==> config.mk <==
export PLATFORM = sky130hd
export DESIGN_NAME = rwp_top
export DESIGN_NICKNAME = d
export VERILOG_FILES = /design/src/rtl/rwp_pkg.sv /design/src/rtl/rwp_window_decode.sv /design/src/rtl/rwp_top.sv
export VERILOG_INCLUDE_DIRS = /design/src /design/src/rtl
export SDC_FILE = /design/constraint.sdc
export NUM_CORES = 1
export LEC_CHECK = 0
export ABC_CLOCK_PERIOD_IN_PS = 4530
export BUFFER_PORTS_ARGS = -buffer_cell sky130_fd_sc_hd__clkbuf_2
export CORE_MARGIN = 2
export CORE_UTILIZATION = 35
export CTS_CLUSTER_DIAMETER = 100
export DETAILED_ROUTE_END_ITERATION = 8
export PLACE_DENSITY = 0.5
export REMOVE_ABC_BUFFERS = 1
export SYNTH_ARGS = -nofsm -noshare
export SYNTH_HDL_FRONTEND = slang
export SYNTH_HIERARCHICAL = 1
export SYNTH_SLANG_ARGS = --single-unit
==> constraint.sdc <==
create_clock -name mclk -period 4.53 [get_ports mclk]
set_input_delay 0 -clock mclk [delete_from_list [all_inputs] [get_ports mclk]]
set_output_delay 0 -clock mclk [all_outputs]
set_load 0.01 [all_outputs]
==> src/rtl/rwp_map.svh <==
// Register offsets, field positions and reset values of the write protection bank
`ifndef RWP_MAP_SVH
`define RWP_MAP_SVH

`define RWP_ADDR_OPEN_WINDOW 8'h82
`define RWP_ADDR_SERVICE_KEY 8'h83
`define RWP_ADDR_LOCK_FIRST 8'hf0
`define RWP_ADDR_LOCK_SECOND 8'hf1
`define RWP_ADDR_TARGET 8'hf9

`define RWP_RST_SERVICE_KEY 8'h00
`define RWP_RST_LOCK 8'h00
`define RWP_RST_OPEN_WINDOW 8'h00
`define RWP_RD_UNMAPPED 8'h00

`define RWP_LOCK_MASK 8'h7f
`define RWP_LOCK_WORKING_GROUP 6
`define RWP_LOCK_SLEEP_SEQUENCE_GROUP 5
`define RWP_LOCK_POWER_SEQUENCE_GROUP 4
`define RWP_LOCK_SLOT_CONFIG_GROUP 3
`define RWP_LOCK_WATCHDOG_GROUP 2
`define RWP_LOCK_CLOCK_GROUP 1
`define RWP_LOCK_CONTROL_GROUP 0
`define RWP_NUM_GROUPS 7

`define RWP_WIN_STEP2_CODE 8'h20
`define RWP_WIN_STEP4_CODE 8'h40
`define RWP_WIN_BASE1_MS 10'd1
`define RWP_WIN_BASE2_MS 10'd34
`define RWP_WIN_BASE4_MS 10'd100

`endif

==> src/rtl/rwp_pkg.sv <==
// Types shared by the write protection bank
package rwp_pkg;
  typedef enum logic [2:0] {
    RWP_IDLE,
    RWP_ADDR,
    RWP_PTR,
    RWP_WDATA,
    RWP_ACK,
    RWP_RDATA,
    RWP_MACK
  } rwp_state_t;
endpackage : rwp_pkg

==> src/rtl/rwp_window_decode.sv <==
// Window code to duration in milliseconds
`timescale 1ns/1ps
`include "rwp_map.svh"
module rwp_window_decode import rwp_pkg::*; (
  input wire logic [7:0] code,
  output logic [9:0] duration_ms
);
  logic [9:0] code_w;
  assign code_w = {2'b00, code};

  always_comb begin
    if (code < `RWP_WIN_STEP2_CODE) begin
      duration_ms = `RWP_WIN_BASE1_MS + code_w;
    end else if (code < `RWP_WIN_STEP4_CODE) begin
      duration_ms = `RWP_WIN_BASE2_MS + ((code_w - {2'b00, `RWP_WIN_STEP2_CODE}) << 1);
    end else begin
      duration_ms = `RWP_WIN_BASE4_MS + ((code_w - {2'b00, `RWP_WIN_STEP4_CODE}) << 2);
    end
  end
endmodule : rwp_window_decode

==> src/rtl/rwp_top.sv <==
// Watchdog window, service key and group lock registers behind a two-wire target port
`timescale 1ns/1ps
`include "rwp_map.svh"
module rwp_top import rwp_pkg::*; (
  input wire logic mclk,
  input wire logic reset_n,
  input wire logic scl_i,
  input wire logic sda_i,
  output logic sda_o,
  output logic sda_oe,
  input wire logic [7:0] stored_open_window,
  input wire logic [6:0] stored_target_address,
  input wire logic [7:0] watchdog_closed_window,
  input wire logic selftest_exit_pulse,
  input wire logic selftest_on_shutdown,
  output logic [7:0] watchdog_open_window,
  output logic [7:0] watchdog_service_key,
  output logic service_key_write,
  output logic [6:0] group_locked,
  output logic [10:0] watchdog_period_ms
);
  // ----------------------------------------------------------------
  // Pin synchronisers and bus conditions
  // ----------------------------------------------------------------
  logic scl_m_r, scl_s_r, scl_d_r;
  logic sda_m_r, sda_s_r, sda_d_r;
  logic scl_rise, scl_fall, bus_start, bus_stop;

  always_ff @(posedge mclk or negedge reset_n) begin
    if (!reset_n) begin
      scl_m_r <= 1'b1;
      scl_s_r <= 1'b1;
      scl_d_r <= 1'b1;
      sda_m_r <= 1'b1;
      sda_s_r <= 1'b1;
      sda_d_r <= 1'b1;
    end else begin
      scl_m_r <= scl_i;
      scl_s_r <= scl_m_r;
      scl_d_r <= scl_s_r;
      sda_m_r <= sda_i;
      sda_s_r <= sda_m_r;
      sda_d_r <= sda_s_r;
    end
  end

  assign scl_rise = scl_s_r & ~scl_d_r;
  assign scl_fall = ~scl_s_r & scl_d_r;
  assign bus_start = scl_s_r & scl_d_r & sda_d_r & ~sda_s_r;
  assign bus_stop = scl_s_r & scl_d_r & ~sda_d_r & sda_s_r;

  // ----------------------------------------------------------------
  // Stored values loaded once after reset release
  // ----------------------------------------------------------------
  logic load_pend_r;
  logic [6:0] target_addr_r;
  logic [7:0] open_window_r;
  logic [7:0] service_key_r;
  logic [7:0] lock_first_r;
  logic [7:0] lock_second_r;

  always_ff @(posedge mclk or negedge reset_n) begin
    if (!reset_n) begin
      load_pend_r <= 1'b1;
    end else begin
      load_pend_r <= 1'b0;
    end
  end

  always_ff @(posedge mclk or negedge reset_n) begin
    if (!reset_n) begin
      target_addr_r <= 7'h00;
    end else if (load_pend_r) begin
      target_addr_r <= stored_target_address;
    end
  end

  // ----------------------------------------------------------------
  // Read mux
  // ----------------------------------------------------------------
  function automatic logic [7:0] rd_byte(input logic [7:0] a);
    case (a)
      `RWP_ADDR_OPEN_WINDOW: rd_byte = open_window_r;
      `RWP_ADDR_SERVICE_KEY: rd_byte = service_key_r;
      `RWP_ADDR_LOCK_FIRST: rd_byte = lock_first_r;
      `RWP_ADDR_LOCK_SECOND: rd_byte = lock_second_r;
      `RWP_ADDR_TARGET: rd_byte = {1'b0, target_addr_r};
      default: rd_byte = `RWP_RD_UNMAPPED;
    endcase
  endfunction : rd_byte

  // ----------------------------------------------------------------
  // Target port state machine
  // ----------------------------------------------------------------
  rwp_state_t st_r, after_ack_r;
  logic [3:0] cnt_r;
  logic [7:0] sh_r;
  logic [7:0] ptr_r;
  logic oe_r;
  logic wr_stb_r;
  logic [7:0] wr_addr_r;
  logic [7:0] wr_data_r;
  logic [7:0] rd_now;

  assign rd_now = rd_byte(ptr_r);

  always_ff @(posedge mclk or negedge reset_n) begin
    if (!reset_n) begin
      st_r <= RWP_IDLE;
      after_ack_r <= RWP_IDLE;
      cnt_r <= 4'h0;
      sh_r <= 8'h00;
      ptr_r <= 8'h00;
      oe_r <= 1'b0;
      wr_stb_r <= 1'b0;
      wr_addr_r <= 8'h00;
      wr_data_r <= 8'h00;
    end else begin
      wr_stb_r <= 1'b0;
      if (bus_start) begin
        st_r <= RWP_ADDR;
        cnt_r <= 4'h0;
        oe_r <= 1'b0;
      end else if (bus_stop) begin
        st_r <= RWP_IDLE;
        oe_r <= 1'b0;
      end else begin
        case (st_r)
          RWP_ADDR, RWP_PTR, RWP_WDATA: begin
            if (scl_rise && cnt_r < 4'h8) begin
              sh_r <= {sh_r[6:0], sda_s_r};
              cnt_r <= cnt_r + 4'h1;
            end else if (scl_fall && cnt_r == 4'h8) begin
              cnt_r <= 4'h0;
              if (st_r == RWP_ADDR) begin
                if (sh_r[7:1] == target_addr_r) begin
                  oe_r <= 1'b1;
                  st_r <= RWP_ACK;
                  after_ack_r <= sh_r[0] ? RWP_RDATA : RWP_PTR;
                end else begin
                  st_r <= RWP_IDLE;
                end
              end else if (st_r == RWP_PTR) begin
                ptr_r <= sh_r;
                oe_r <= 1'b1;
                st_r <= RWP_ACK;
                after_ack_r <= RWP_WDATA;
              end else begin
                wr_stb_r <= 1'b1;
                wr_addr_r <= ptr_r;
                wr_data_r <= sh_r;
                ptr_r <= ptr_r + 8'h01;
                oe_r <= 1'b1;
                st_r <= RWP_ACK;
                after_ack_r <= RWP_WDATA;
              end
            end
          end
          RWP_ACK: begin
            if (scl_fall) begin
              cnt_r <= 4'h0;
              st_r <= after_ack_r;
              if (after_ack_r == RWP_RDATA) begin
                sh_r <= rd_now;
                oe_r <= ~rd_now[7];
                ptr_r <= ptr_r + 8'h01;
              end else begin
                oe_r <= 1'b0;
              end
            end
          end
          RWP_RDATA: begin
            if (scl_rise) begin
              cnt_r <= cnt_r + 4'h1;
            end else if (scl_fall) begin
              if (cnt_r == 4'h8) begin
                oe_r <= 1'b0;
                st_r <= RWP_MACK;
              end else begin
                sh_r <= {sh_r[6:0], 1'b0};
                oe_r <= ~sh_r[6];
              end
            end
          end
          RWP_MACK: begin
            if (scl_rise) begin
              if (sda_s_r) begin
                st_r <= RWP_IDLE;
              end else begin
                st_r <= RWP_ACK;
                after_ack_r <= RWP_RDATA;
              end
            end
          end
          RWP_IDLE: begin
            oe_r <= 1'b0;
          end
          default: begin
            st_r <= RWP_IDLE;
            oe_r <= 1'b0;
          end
        endcase
      end
    end
  end

  // ----------------------------------------------------------------
  // Register file
  // ----------------------------------------------------------------
  logic [7:0] lock_both;
  logic wdt_locked;
  logic lock_clear;

  assign lock_both = lock_first_r & lock_second_r;
  assign wdt_locked = lock_both[`RWP_LOCK_WATCHDOG_GROUP];
  assign lock_clear = selftest_exit_pulse & selftest_on_shutdown;

  // Stored load, then writable only while unlocked
  always_ff @(posedge mclk or negedge reset_n) begin
    if (!reset_n) begin
      open_window_r <= `RWP_RST_OPEN_WINDOW;
    end else if (load_pend_r) begin
      open_window_r <= stored_open_window;
    end else if (wr_stb_r && wr_addr_r == `RWP_ADDR_OPEN_WINDOW && !wdt_locked) begin
      open_window_r <= wr_data_r;
    end
  end

  always_ff @(posedge mclk or negedge reset_n) begin
    if (!reset_n) begin
      service_key_r <= `RWP_RST_SERVICE_KEY;
      service_key_write <= 1'b0;
    end else begin
      service_key_write <= wr_stb_r && wr_addr_r == `RWP_ADDR_SERVICE_KEY;
      if (wr_stb_r && wr_addr_r == `RWP_ADDR_SERVICE_KEY) begin
        service_key_r <= wr_data_r;
      end
    end
  end

  always_ff @(posedge mclk or negedge reset_n) begin
    if (!reset_n) begin
      lock_first_r <= `RWP_RST_LOCK;
      lock_second_r <= `RWP_RST_LOCK;
    end else begin
      // Reserved bit masked; a host set in the clear cycle wins
      lock_first_r <= (lock_clear ? `RWP_RST_LOCK : lock_first_r) |
        ((wr_stb_r && wr_addr_r == `RWP_ADDR_LOCK_FIRST) ? (wr_data_r & `RWP_LOCK_MASK) : 8'h00);
      lock_second_r <= (lock_clear ? `RWP_RST_LOCK : lock_second_r) |
        ((wr_stb_r && wr_addr_r == `RWP_ADDR_LOCK_SECOND) ? (wr_data_r & `RWP_LOCK_MASK) : 8'h00);
    end
  end

  // ----------------------------------------------------------------
  // Outputs
  // ----------------------------------------------------------------
  logic [9:0] open_ms, closed_ms;

  rwp_window_decode u_open_dec (
    .code(open_window_r),
    .duration_ms(open_ms)
  );

  rwp_window_decode u_closed_dec (
    .code(watchdog_closed_window),
    .duration_ms(closed_ms)
  );

  always_ff @(posedge mclk or negedge reset_n) begin
    if (!reset_n) begin
      watchdog_period_ms <= 11'h000;
      group_locked <= 7'h00;
      watchdog_open_window <= `RWP_RST_OPEN_WINDOW;
      watchdog_service_key <= `RWP_RST_SERVICE_KEY;
    end else begin
      watchdog_period_ms <= {1'b0, closed_ms} + {1'b0, open_ms};
      group_locked <= lock_both[6:0];
      watchdog_open_window <= open_window_r;
      watchdog_service_key <= service_key_r;
    end
  end

  assign sda_o = 1'b0;
  assign sda_oe = oe_r;
endmodule : rwp_top

==> key figures, run 1 <==
Run status
  – Status: finished clean

Logic synthesis
  – Post-synth cell types: 84
  – Asr flop ratio synth: 100%
  – Yosys warnings: 6
  – Count leader, synth: dfrtp_1
  – Area leader, netlist: dfrtp_1
  – Sequential area share after synthesis: 44.3%
  – Most frequent cells after synthesis: dfrtp_1, nand2_1, o21ai_0
  – Yosys top cell area share: between 40% and 50%
  – Post-Syn Instances: slightly below 700
  – Seq cells post-synth: 123
  – Top_reg_cell synth: dfrtp_1
  – Mapped Avg Cell Area: slightly above 10 um2
  – Number of flops mapped to enable cells by yosys: 0
  – Post-Syn Area: roughly 7000 um2
  – Ranking of synthesized cells by area: dfrtp_1, ha_1, nand2_1

CTS
  – CTS root buf: clkbuf_16
  – H-tree depth: 4
  – Cts repair resizes: 0
  – Setup Fix Bufs, Post-CTS: 0
  – Number of CTS-inserted buffers: 17
  – CTS sink cnt: around 120
  – TritonCTS clock tree: yes
  – Clock Pin Slew Worst Setup and Hold Paths: about 0.060 ns
  – Longest Clk Path Bufs: 2
  – Clock Latency Late Sink: 0.42 ns

Placement
  – Dpl hpwl: between 10000 and 15000 um
  – Port Buffers: between 60 and 70
  – Cell Area, Placed: 7420 um2
  – Routability-driven placement congestion ratio: 0.868
  – Placed Cells: between 900 and 1000

Setup path
  – Worst setup path class: flip-flop to flip-flop
  – R2R Path Start: open_window_r[6]$_DFFE_PN0P_
  – CP startpoint: open_window_r[6]$_DFFE_PN0P_
  – R2R depth: 12
  – Arr. time, crit path: about 3.9 ns
  – CP endpoint: watchdog_period_ms[9]$_DFF_PN0_
  – Nature of the critical path endpoint: flip-flop
  – R2r setup slk: roughly 0.94 ns
  – CP required: between 4 and 5 ns
  – CP Launch Type: flip-flop
  – CP Max Fanout: 17
  – FF-to-FF End: watchdog_period_ms[9]$_DFF_PN0_

Run
  – Number of max-cap violations: 0

Hold path
  – Worst hold path type: primary input to flip-flop
  – Min-Delay Path Depth: 3

Layout
  – Proportion of layout cells with a drive suffix above 1: between 10% and 20%
  – Non-filler cells, final: 1026
  – Syn-to-layout area delta: 18.1%
  – Nets@finish: 810
  – ANT cells: 0
  – Post-route cell area: 8220 um2
  – Fin util: approximately 42%

Die
  – Initial Util: a little over a third
  – Core Area: approximately 19000 um2
  – Die height: ~150 um
  – Die area: around 21000 um2
  – Chip width: between 100 and 150 um
  – Row count: 51
  – Top-level port count: 66

STA
  – RSZ-0062 raised after global routing: false
  – Worst clock skew: approximately 0.0082 ns
  – Hold Vio Cnt, Final: 0
  – TNS Setup: 0 ns
  – Slew Viols, Final: 0
  – Maximum clock rate: 0.279 GHz
  – Tmin final: about 3.6 ns
  – Tcrit/Tclk final: roughly four fifths
  – Setup violators final: 0
  – Relative slew slack: 19.8%
  – Worst-margin pin slew: approximately 1.2 ns

Pwr
  – Leakage: 3.67 nW
  – PD cells: approximately 390 nW/um2
  – Power Total: around 0.0032 W
  – Peak VDD IR: 0.284 mV

Route
  – Remaining DRCs: 0
  – Routed WL: ~18000 um
  – Final ANT Viol Nets: 0
  – Drt first pass iters: 5
  – Avg WL per Cell: around 17 um
  – Detailed-route via count: between 5000 and 6000
  – Avg Vias per Cell: roughly 5.2
  – 1st-iter DRT viols: 352

Global route
  – Initial antenna violation count: 0
  – First-pass GRT wire length: 29200 um
  – Pin count of the biggest net entering global routing: 77
  – GRT Overall Usage: around 17%
  – Grt ovf: 0
  – Vias in the first global route: around 5400
-- power by group --
| part | internal, W | switching [W] | total, W |
|---|---|---|---|
| Clock | 0.000946 | 0.000506 | 0.00145 |
| Sequential | 0.00118 | 0.0000698 | 0.00125 |
| Combinational | 0.000230 | 0.000293 | 0.000523 |
| Total | 0.00235 | 0.000869 | 0.00322 |
-- sequential cells by signal (all words and copies together), names as in the netlist, 7 cells and up --
register / cells
watchdog_period_ms: 11
open_window_r: 8
ptr_r: 8
service_key_r: 8
sh_r: 8
watchdog_open_window: 8
watchdog_service_key: 8
wr_addr_r: 8
wr_data_r: 8
group_locked: 7
lock_first_r: 7
lock_second_r: 7
target_addr_r: 7
-- worst min path at each step --
| stage | startpoint | endpoint |
|---|---|---|
| 6_report | watchdog_closed_window[0] | watchdog_period_ms[0]$_DFF_PN0_ |
| 3_5_place_dp | scl_i | scl_m_r$_DFF_PN1_ |
| 3_3_place_gp | scl_i | scl_m_r$_DFF_PN1_ |
| 4_1_cts | watchdog_closed_window[0] | watchdog_period_ms[0]$_DFF_PN0_ |
| 2_1_floorplan | reset_n | after_ack_r[0]$_DFFE_PN0P_ |
| 5_1_grt | watchdog_closed_window[0] | watchdog_period_ms[0]$_DFF_PN0_ |
-- per-layer routing --
metal / wire length [um] / vias to the layer above / track usage, %
met5: 0 / - / 0
met1: 8210 / 2616 / 23.6
li1: - / 2611 / -
met3: 754 / 20 / 3.81
met2: 8460 / 110 / 28.3
met4: 247 / 0 / 5.00
-- worst max-delay path, stage by stage (launching register included) --
cell and delay [ns]:
dfrtp_1 0.49, inv_1 0.17, ha_1 0.58, nand2b_1 0.19, o21ai_1 0.23, nand2b_1 0.09
a32oi_1 0.27, ha_1 0.36, a21o_1 0.22, a21oi_1 0.14, or3b_2 0.45, a21oi_1 0.18
xnor2_1 0.14
-- area by class of cell --
| cell class | count | area (um2) |
|---|---|---|
| tap | 265 | 332 |
| fill | 1834 | 11200 |
| sequential | 123 | 3090 |
| multi-input combinational | 497 | 3570 |
| inverter | 25 | 93.8 |
| clock buffer | 20 | 457 |
| timing repair buffer | 84 | 518 |
| clock inverter | 12 | 169 |
-- placed cells by master, fill, tap and decap left out, types with 17 or more instances in the layout --
| master | netlist | final |
|---|---|---|
| xnor2_1 | 18 | 18 |
| clkbuf_2 | 2 | 63 |
| o21ai_0 | 39 | 39 |
| nand3_1 | 22 | 22 |
| inv_1 | 22 | 22 |
| mux2_2 | 18 | 18 |
| dfrtp_1 | 116 | 116 |
| nor2_1 | 31 | 31 |
| mux2i_1 | 26 | 26 |
| dlygate4sd3_1 | 0 | 18 |
| a21oi_1 | 29 | 29 |
| ha_1 | 32 | 32 |
| clkbuf_16 | 0 | 17 |
| nand2_1 | 70 | 70 |
-- cell families (layout without fill, tap and decap cells) --
| kind of cell | count (synthesis) | in the layout | share of synthesized area (%) |
|---|---|---|---|
| simple gates | 206 | 206 | 15.6 |
| compound gates | 173 | 173 | 17.1 |
| flops | 123 | 123 | 44.3 |
| buf+inv | 59 | 141 | 4.55 |
| mux | 53 | 53 | 8.59 |
| fa+ha+maj | 33 | 33 | 6.04 |
| xor+xnor | 30 | 30 | 3.77 |
| other cells | 1 | 2 | 0.0539 |
-- stage by stage --
stage                     setup slack, ns  hold slack (ns)
after floorplan                      1.47           -0.296
after global placement               1.13           0.0904
after CTS                           0.980           0.0153
after global routing                0.687           0.0677
final                               0.941           0.0326
after detailed placement             1.01           0.0888
-- repair_timing --
| action | CTS | global route |
|---|---|---|
| endpoints found under the hold margin | 91 | 0 |
| setup endpoints to repair | 0 | 0 |
| hold buffers | 18 | 0 |
No activity file was read; power rests on OpenSTA's default activity.
==> inputs of run 2 (changes only) <==
- ABC_CLOCK_PERIOD_IN_PS: 4530 -> 3700
- clock period: 4.53 -> 3.7 ns (I/O delays scaled with it)
==> key figures, run 2 (synthesis gave the netlist of run 1 again) <==
CTS
  – H-tree depth: 4 (unchanged)
  – Cts repair resizes: 0 (unchanged)
  – CTS root buf: clkbuf_16
  – Clock Pin Slew Worst Setup and Hold Paths: 0.06 ns (about the same)
  – Longest Clk Path Bufs: 2 (unchanged)
  – Clock Latency Late Sink: 0.42 ns (about the same)
  – Number of CTS-inserted buffers: 17 (unchanged)
  – CTS sink cnt: 123 (unchanged)
  – TritonCTS clock tree: yes

Die
  – Die area: 21000 um2 (unchanged)
  – Chip width: 145 um (unchanged)
  – Die height: 145 um (unchanged)
  – Core Area: 19500 um2 (unchanged)
  – Top-level port count: 66 (unchanged)
  – Row count: 51 (unchanged)
  – Initial Util: 35.8% (unchanged)

Route
  – Avg WL per Cell: 17.1 um (-0.82%)
  – 1st-iter DRT viols: 231 (-34%)
  – Remaining DRCs: 0 (unchanged)
  – Drt first pass iters: 4 (-1)
  – Routed WL: 17600 um (-0.15%)
  – Avg Vias per Cell: 5.22 (about the same)
  – Detailed-route via count: 5395 (+0.71%)
  – Final ANT Viol Nets: 0 (unchanged)

Placement
  – Placed Cells: 983 (+0.72%)
  – Routability-driven placement congestion ratio: 0.869 (+0.18%)
  – Dpl hpwl: 12700 um (+1.6%)
  – Port Buffers: 64 (unchanged)
  – Place WS: 0.524 ns (-0.486 ns)

Setup path
  – CP required: 4.05 ns (-0.82 ns)
  – Critical-path cell list: inv_1 > ha_1 > a211o_1 > o21ai_1 > nand2b_1 > a32oi_1 > ha_1 > a21o_1 > a21oi_1 > or3b_2 > a21oi_1 > xnor2_1
  – CP Depth: 12 (unchanged)
  – CP Max Fanout: 8 (-9)
  – R2r setup slk: 0.49 ns (-0.45 ns)
  – Worst setup path class: flip-flop to flip-flop
  – CP Buf/Inv Count: 1 (unchanged)
  – CP endpoint: watchdog_period_ms[9]$_DFF_PN0_
  – Nature of the critical path endpoint: flip-flop
  – FF-to-FF End: watchdog_period_ms[9]$_DFF_PN0_
  – Slowest library cell on the worst path: dfrtp_1
  – CP Launch Type: flip-flop
  – Delay-heaviest family, CP: compound AO/OA/AOI/OAI gates
  – Arr. time, crit path: 3.55 ns (-0.38 ns)
  – R2R depth: 12 (unchanged)
  – R2R Path Start: open_window_r[7]$_DFFE_PN0P_
  – CP startpoint: open_window_r[7]$_DFFE_PN0P_
  – Slowest stage delay, CP: 0.45 ns (-0.13 ns)

Layout
  – Max reg flops: 11 (unchanged)
  – Commonest non-fill, non-tap cell in the layout: dfrtp_1
  – Most frequent cells in the layout: dfrtp_1, nand2_1, clkbuf_2
  – Syn-to-layout area delta: 19.3%
  – Fillers: 1877 (+2.3%)
  – Non-filler cells, final: 1033 (+0.68%)
  – ANT cells: 0 (unchanged)
  – Nets@finish: 817 (+0.86%)
  – Proportion of layout cells with a drive suffix above 1: 20.8% (+0.86 points)
  – Fin util: 42.7% (+0.40 points)
  – Largest Register: watchdog_period_ms

Global route
  – Initial antenna violation count: 0 (unchanged)
  – First-pass GRT wire length: 29100 um (-0.47%)
  – Grt ovf: 0 (unchanged)
  – GRT Overall Usage: 17.3% (-0.14 points)
  – Vias in the first global route: 5365 (+0.17%)
  – Pin count of the biggest net entering global routing: 71 (-7.8%)

STA
  – TNS Setup: 0 ns (unchanged)
  – Final setup margin: 0.495 ns (-0.447 ns)
  – Tmin final: 3.21 ns (-0.383 ns)
  – Maximum clock rate: 0.312 GHz (+12%)
  – Setup violators final: 0 (unchanged)
  – RSZ-0062 raised after global routing: false
  – Hold Vio Cnt, Final: 0 (unchanged)
  – Worst clock skew: 0.0115 ns (+0.00327 ns)
  – Worst-margin pin slew: 1.34 ns (+0.143 ns)
  – Slew Viols, Final: 0 (unchanged)
  – Tcrit/Tclk final: 86.6% (+7.4 points)
  – Relative slew slack: 10.3% (-9.6 points)

Pwr
  – P_sw: 0.00109 W (+25%)
  – Switch share: 27.2% (+0.23 points)
  – Pint: 0.00292 W (+24%)
  – Combinational fraction of design power: 16.1% (about the same)
  – Peak VDD IR: 0.352 mV (+24%)
  – Seq pwr share: 38.0% (-0.7 points)
  – Leakage: 3.72 nW (+1.2%)
  – Clock Power Share: 45.9% (+0.9 points)
  – PD cells: 482 nW/um2 (+23%)

Run status
  – Status: finished clean

Run
  – Number of max-cap violations: 0 (unchanged)

Hold path
  – Worst hold path type: primary input to flip-flop
## run 2: cell count changes in the layout (fill, tap and decap cells not counted)
cell / change
clkinv_2: -4
clkinvlp_4: -1
clkbuf_8: +1
clkinv_4: +4
inv_6: +1
clkbuf_1: -1
buf_4: +7
## run 2: power groups by stage
| stage | Clock (W) | Sequential, W | Combinational [W] |
|---|---|---|---|
| final | 0.00184 | 0.00152 | 0.000643 |
| after global routing | 0.00195 | 0.00153 | 0.000724 |
| after floorplan | 0 | 0.00156 | 0.000386 |
| after CTS | 0.00188 | 0.00152 | 0.000650 |
| after global placement | 0 | 0.00155 | 0.000631 |
| after detailed placement | 0 | 0.00155 | 0.000631 |
## run 2: final cells by class
cell class                      count  area, um2  share of cell area (%)
Multi-Input combinational cell    497       3570                    43.0
Sequential cell                   123       3090                    37.2
Timing Repair Buffer               91        571                    6.87
Clock buffer                       20        467                    5.62
Tap cell                          265        332                    3.99
Clock inverter                     12        185                    2.23
Inverter                           25       93.8                    1.13
## run 2: metrics by stage
step	hold WS, ns	total power, W	cell area, um2
global route	0.0597	0.00420	8300
floorplan	-0.296	0.00194	6740
finish	0.00842	0.00401	8300
detailed placement	0.0888	0.00218	7470
CTS	0.00310	0.00405	8300
global placement	0.0885	0.00218	7470
## run 2: routing by layer
layer	routed length [um]	GRT usage (%)	share of wire, %	vias to the layer above
met1	8470	23.8	48	2629
met3	647	3.33	3.7	20
met4	238	5.50	1.3	0
met2	8280	27.7	47	106
met5	0	0	0	-
li1	-	-	-	2640
## run 2: worst register-to-register path: stages, from the launching register on
cell and delay [ns]:
dfrtp_1 0.45, inv_1 0.14, ha_1 0.33, a211o_1 0.33, o21ai_1 0.08, nand2b_1 0.08, a32oi_1 0.25, ha_1 0.35
a21o_1 0.21, a21oi_1 0.13, or3b_2 0.45, a21oi_1 0.19, xnor2_1 0.14
## run 2: worst min path at each step
stage                                          from  cells past startpoint  slack (ns)                               to
after detailed placement                      sda_i                      1        0.09                sda_m_r$_DFF_PN1_
after global routing      watchdog_closed_window[0]                      3        0.06  watchdog_period_ms[0]$_DFF_PN0_
after global placement                        scl_i                      1        0.09                scl_m_r$_DFF_PN1_
final                     watchdog_closed_window[0]                      3       0.008  watchdog_period_ms[0]$_DFF_PN0_
after CTS                 watchdog_closed_window[0]                      3       0.003  watchdog_period_ms[0]$_DFF_PN0_
after floorplan                             reset_n                      0       -0.30       after_ack_r[0]$_DFFE_PN0P_
## run 2: what timing repair did
item                                   in CTS  in global routing
setup buffers                               0                  0
hold buffers                               18                  0
endpoints found under the hold margin      78                  0
==> inputs of run 3 (changes only) <==
- ABC_CLOCK_PERIOD_IN_PS: 3700 -> 2800
- PLACE_DENSITY: 0.5 -> 0.52
- clock period: 3.7 -> 2.8 ns (I/O delays scaled with it)
==> key figures, run 3 (synthesis gave the netlist of run 1 again) <==
Run status
  – Status: finished clean

Layout
  – Fin util: 44.1% (+1.4 points)
  – Commonest non-fill, non-tap cell in the layout: dfrtp_1
  – Proportion of layout cells with a drive suffix above 1: 25.4% (+4.6 points)
  – ANT cells: 0 (unchanged)
  – Post-route cell area: 8580 um2 (+3.4%)
  – Fillers: 1842 (-1.9%)
  – Seq. cell area: 3090 um2 (unchanged)
  – Nets@finish: 856 (+4.8%)
  – Max reg flops: 11 (unchanged)
  – Most frequent cells in the layout: dfrtp_1, nand2_1, clkbuf_2
  – Syn-to-layout area delta: 23.3%
  – Area of the multi-input gates: 3630 um2 (+1.9%)
  – Largest Register: watchdog_period_ms

Pwr
  – Peak VDD IR: 0.443 mV (+26%)
  – Leakage: 3.88 nW (+4.4%)
  – PD cells: 596 nW/um2 (+24%)

Setup path
  – CP Launch Type: flip-flop
  – CP Max Fanout: 9 (+1)
  – Nature of the critical path endpoint: flip-flop
  – Worst setup path class: flip-flop to flip-flop
  – R2R depth: 10 (-2)
  – CP required: 3.13 ns (-0.92 ns)
  – Arr. time, crit path: 2.97 ns (-0.58 ns)

Route
  – Met2 wire len: 8570 um (+3.5%)
  – Max layer used: met4
  – Remaining DRCs: 0 (unchanged)
  – Metal-1 WL: 8510 um (+0.51%)
  – Final ANT Viol Nets: 0 (unchanged)
  – 1st-iter DRT viols: 335 (+45%)
  – Routed met3 length: 856 um (+32%)
  – Routed WL: 18200 um (+3.4%)
  – Avg Vias per Cell: 5.22 (about the same)
  – Detailed-route via count: 5595 (+3.7%)
  – Avg WL per Cell: 17.0 um (-0.37%)
  – Drt first pass iters: 5 (+1)

STA
  – Hold Vio Cnt, Final: 0 (unchanged)
  – Tcrit/Tclk final: 94.0% (+7.4 points)
  – Relative slew slack: 46.7% (+36 points)
  – Worst-margin pin slew: 0.797 ns (-0.546 ns)
  – RSZ-0062 raised after global routing: false
  – Tmin final: 2.63 ns (-0.573 ns)
  – Slew Viols, Final: 0 (unchanged)
  – Maximum clock rate: 0.380 GHz (+22%)
  – Setup violators final: 0 (unchanged)
  – Worst clock skew: 0.0104 ns (-0.00111 ns)

Global route
  – Pin count of the biggest net entering global routing: 68 (-4.2%)
  – Grt ovf: 0 (unchanged)
  – GRT Overall Usage: 18.0% (+0.69 points)
  – Vias in the first global route: 5698 (+6.2%)
  – Initial antenna violation count: 0 (unchanged)
  – First-pass GRT wire length: 30200 um (+3.8%)

CTS
  – Number of CTS-inserted buffers: 17 (unchanged)
  – TritonCTS clock tree: yes
  – Longest Clk Path Bufs: 2 (unchanged)
  – CTS root buf: clkbuf_16
  – H-tree depth: 4 (unchanged)
  – Clock Latency Late Sink: 0.42 ns (about the same)
  – Clock Pin Slew Worst Setup and Hold Paths: 0.05 ns (about the same)
  – CTS sink cnt: 123 (unchanged)

Die
  – Core Area: 19500 um2 (unchanged)
  – Die height: 145 um (unchanged)
  – Die area: 21000 um2 (unchanged)
  – Chip width: 145 um (unchanged)
  – Top-level port count: 66 (unchanged)
  – Row count: 51 (unchanged)
  – Initial Util: 35.8% (unchanged)

Run
  – Number of max-cap violations: 0 (unchanged)

Placement
  – Port Buffers: 64 (unchanged)
  – Dpl hpwl: 13200 um (+3.7%)
  – Cell Area, Placed: 7760 um2 (+3.9%)
  – Routability-driven placement congestion ratio: 0.887 (+2.1%)

Hold path
  – Min-Delay Path Depth: 4 (+1)
  – Worst hold path type: primary input to flip-flop
[run 3: changes by cell type in the layout (fill, tap and decap cells not counted), sizes merged]
cell    change
buf        +39
bufinv      -2
clkbuf      +4
inv         -2
[run 3: power by group]
| group | internal [W] | switching [W] |
|---|---|---|
| sequential | 0.00191 | 0.0000897 |
| combinational | 0.000479 | 0.000529 |
| clock | 0.00133 | 0.000784 |
| total | 0.00371 | 0.00140 |
[run 3: timing repair]
action                     4_1_cts  5_1_grt
hold buffers                    18        0
setup buffers                    0        2
resized for setup                8        9
pin swaps                        2        3
setup endpoints to repair        5        5
hold endpoints to repair        73        0
[run 3: layer usage]
| layer | GRT usage [%] | vias to the layer above |
|---|---|---|
| met5 | 0 | - |
| met4 | 5.69 | 0 |
| met3 | 4.18 | 19 |
| met2 | 28.4 | 131 |
| met1 | 24.6 | 2744 |
| li1 | - | 2701 |
[run 3: per-stage QoR]
stage | worst slack, ns | total power, W | hold slack, ns | setup TNS [ns] | instances
finish | 0.168 | 0.00512 | 0.126 | 0 | 1072
global route | 0.00552 | 0.00539 | 0.136 | 0 | 1072
CTS | 0.0155 | 0.00515 | 0.111 | 0 | 1070
detailed placement | -0.130 | 0.00297 | 0.0888 | -0.188 | 1020
global placement | -0.0192 | 0.00296 | 0.0904 | -0.0192 | 1020
floorplan | -0.259 | 0.00257 | -0.296 | -0.791 | 645
[run 3: final cells by class]
type	count	area share (%)
clock inverter	8	1.12
multi-input combinational	497	42.3
sequential	123	36.0
timing repair buffer	130	10.2
clock buffer	24	5.38
inverter	25	1.09
tap	265	3.86
[run 3: path summary, 6_finish.rpt]
check | from | to | slack, ns
setup / recovery | open_window_r[2]$_DFFE_PN0P_ | watchdog_period_ms[9]$_DFF_PN0_ | 0.17
hold / removal | watchdog_closed_window[0] | watchdog_period_ms[0]$_DFF_PN0_ | 0.13
setup reg to reg | open_window_r[2]$_DFFE_PN0P_ | watchdog_period_ms[9]$_DFF_PN0_ | 0.17
hold reg to reg | sda_m_r$_DFF_PN1_ | sda_s_r$_DFF_PN1_ | 0.36
max in group asynchronous | reset_n | load_pend_r$_DFF_PN1_ | 1.76
min in group asynchronous | reset_n | watchdog_service_key[1]$_DFF_PN0_ | 0.19
[run 3: worst max-delay path, stage by stage, from the launching register on]
cell,delay (ns)
dfrtp_1,0.56
nand3_1,0.22
nor2_1,0.21
xnor2_1,0.16
a32oi_2,0.07
ha_1,0.36
a21o_1,0.19
a21oi_1,0.13
or3b_4,0.39
a21oi_2,0.13
xnor2_1,0.13
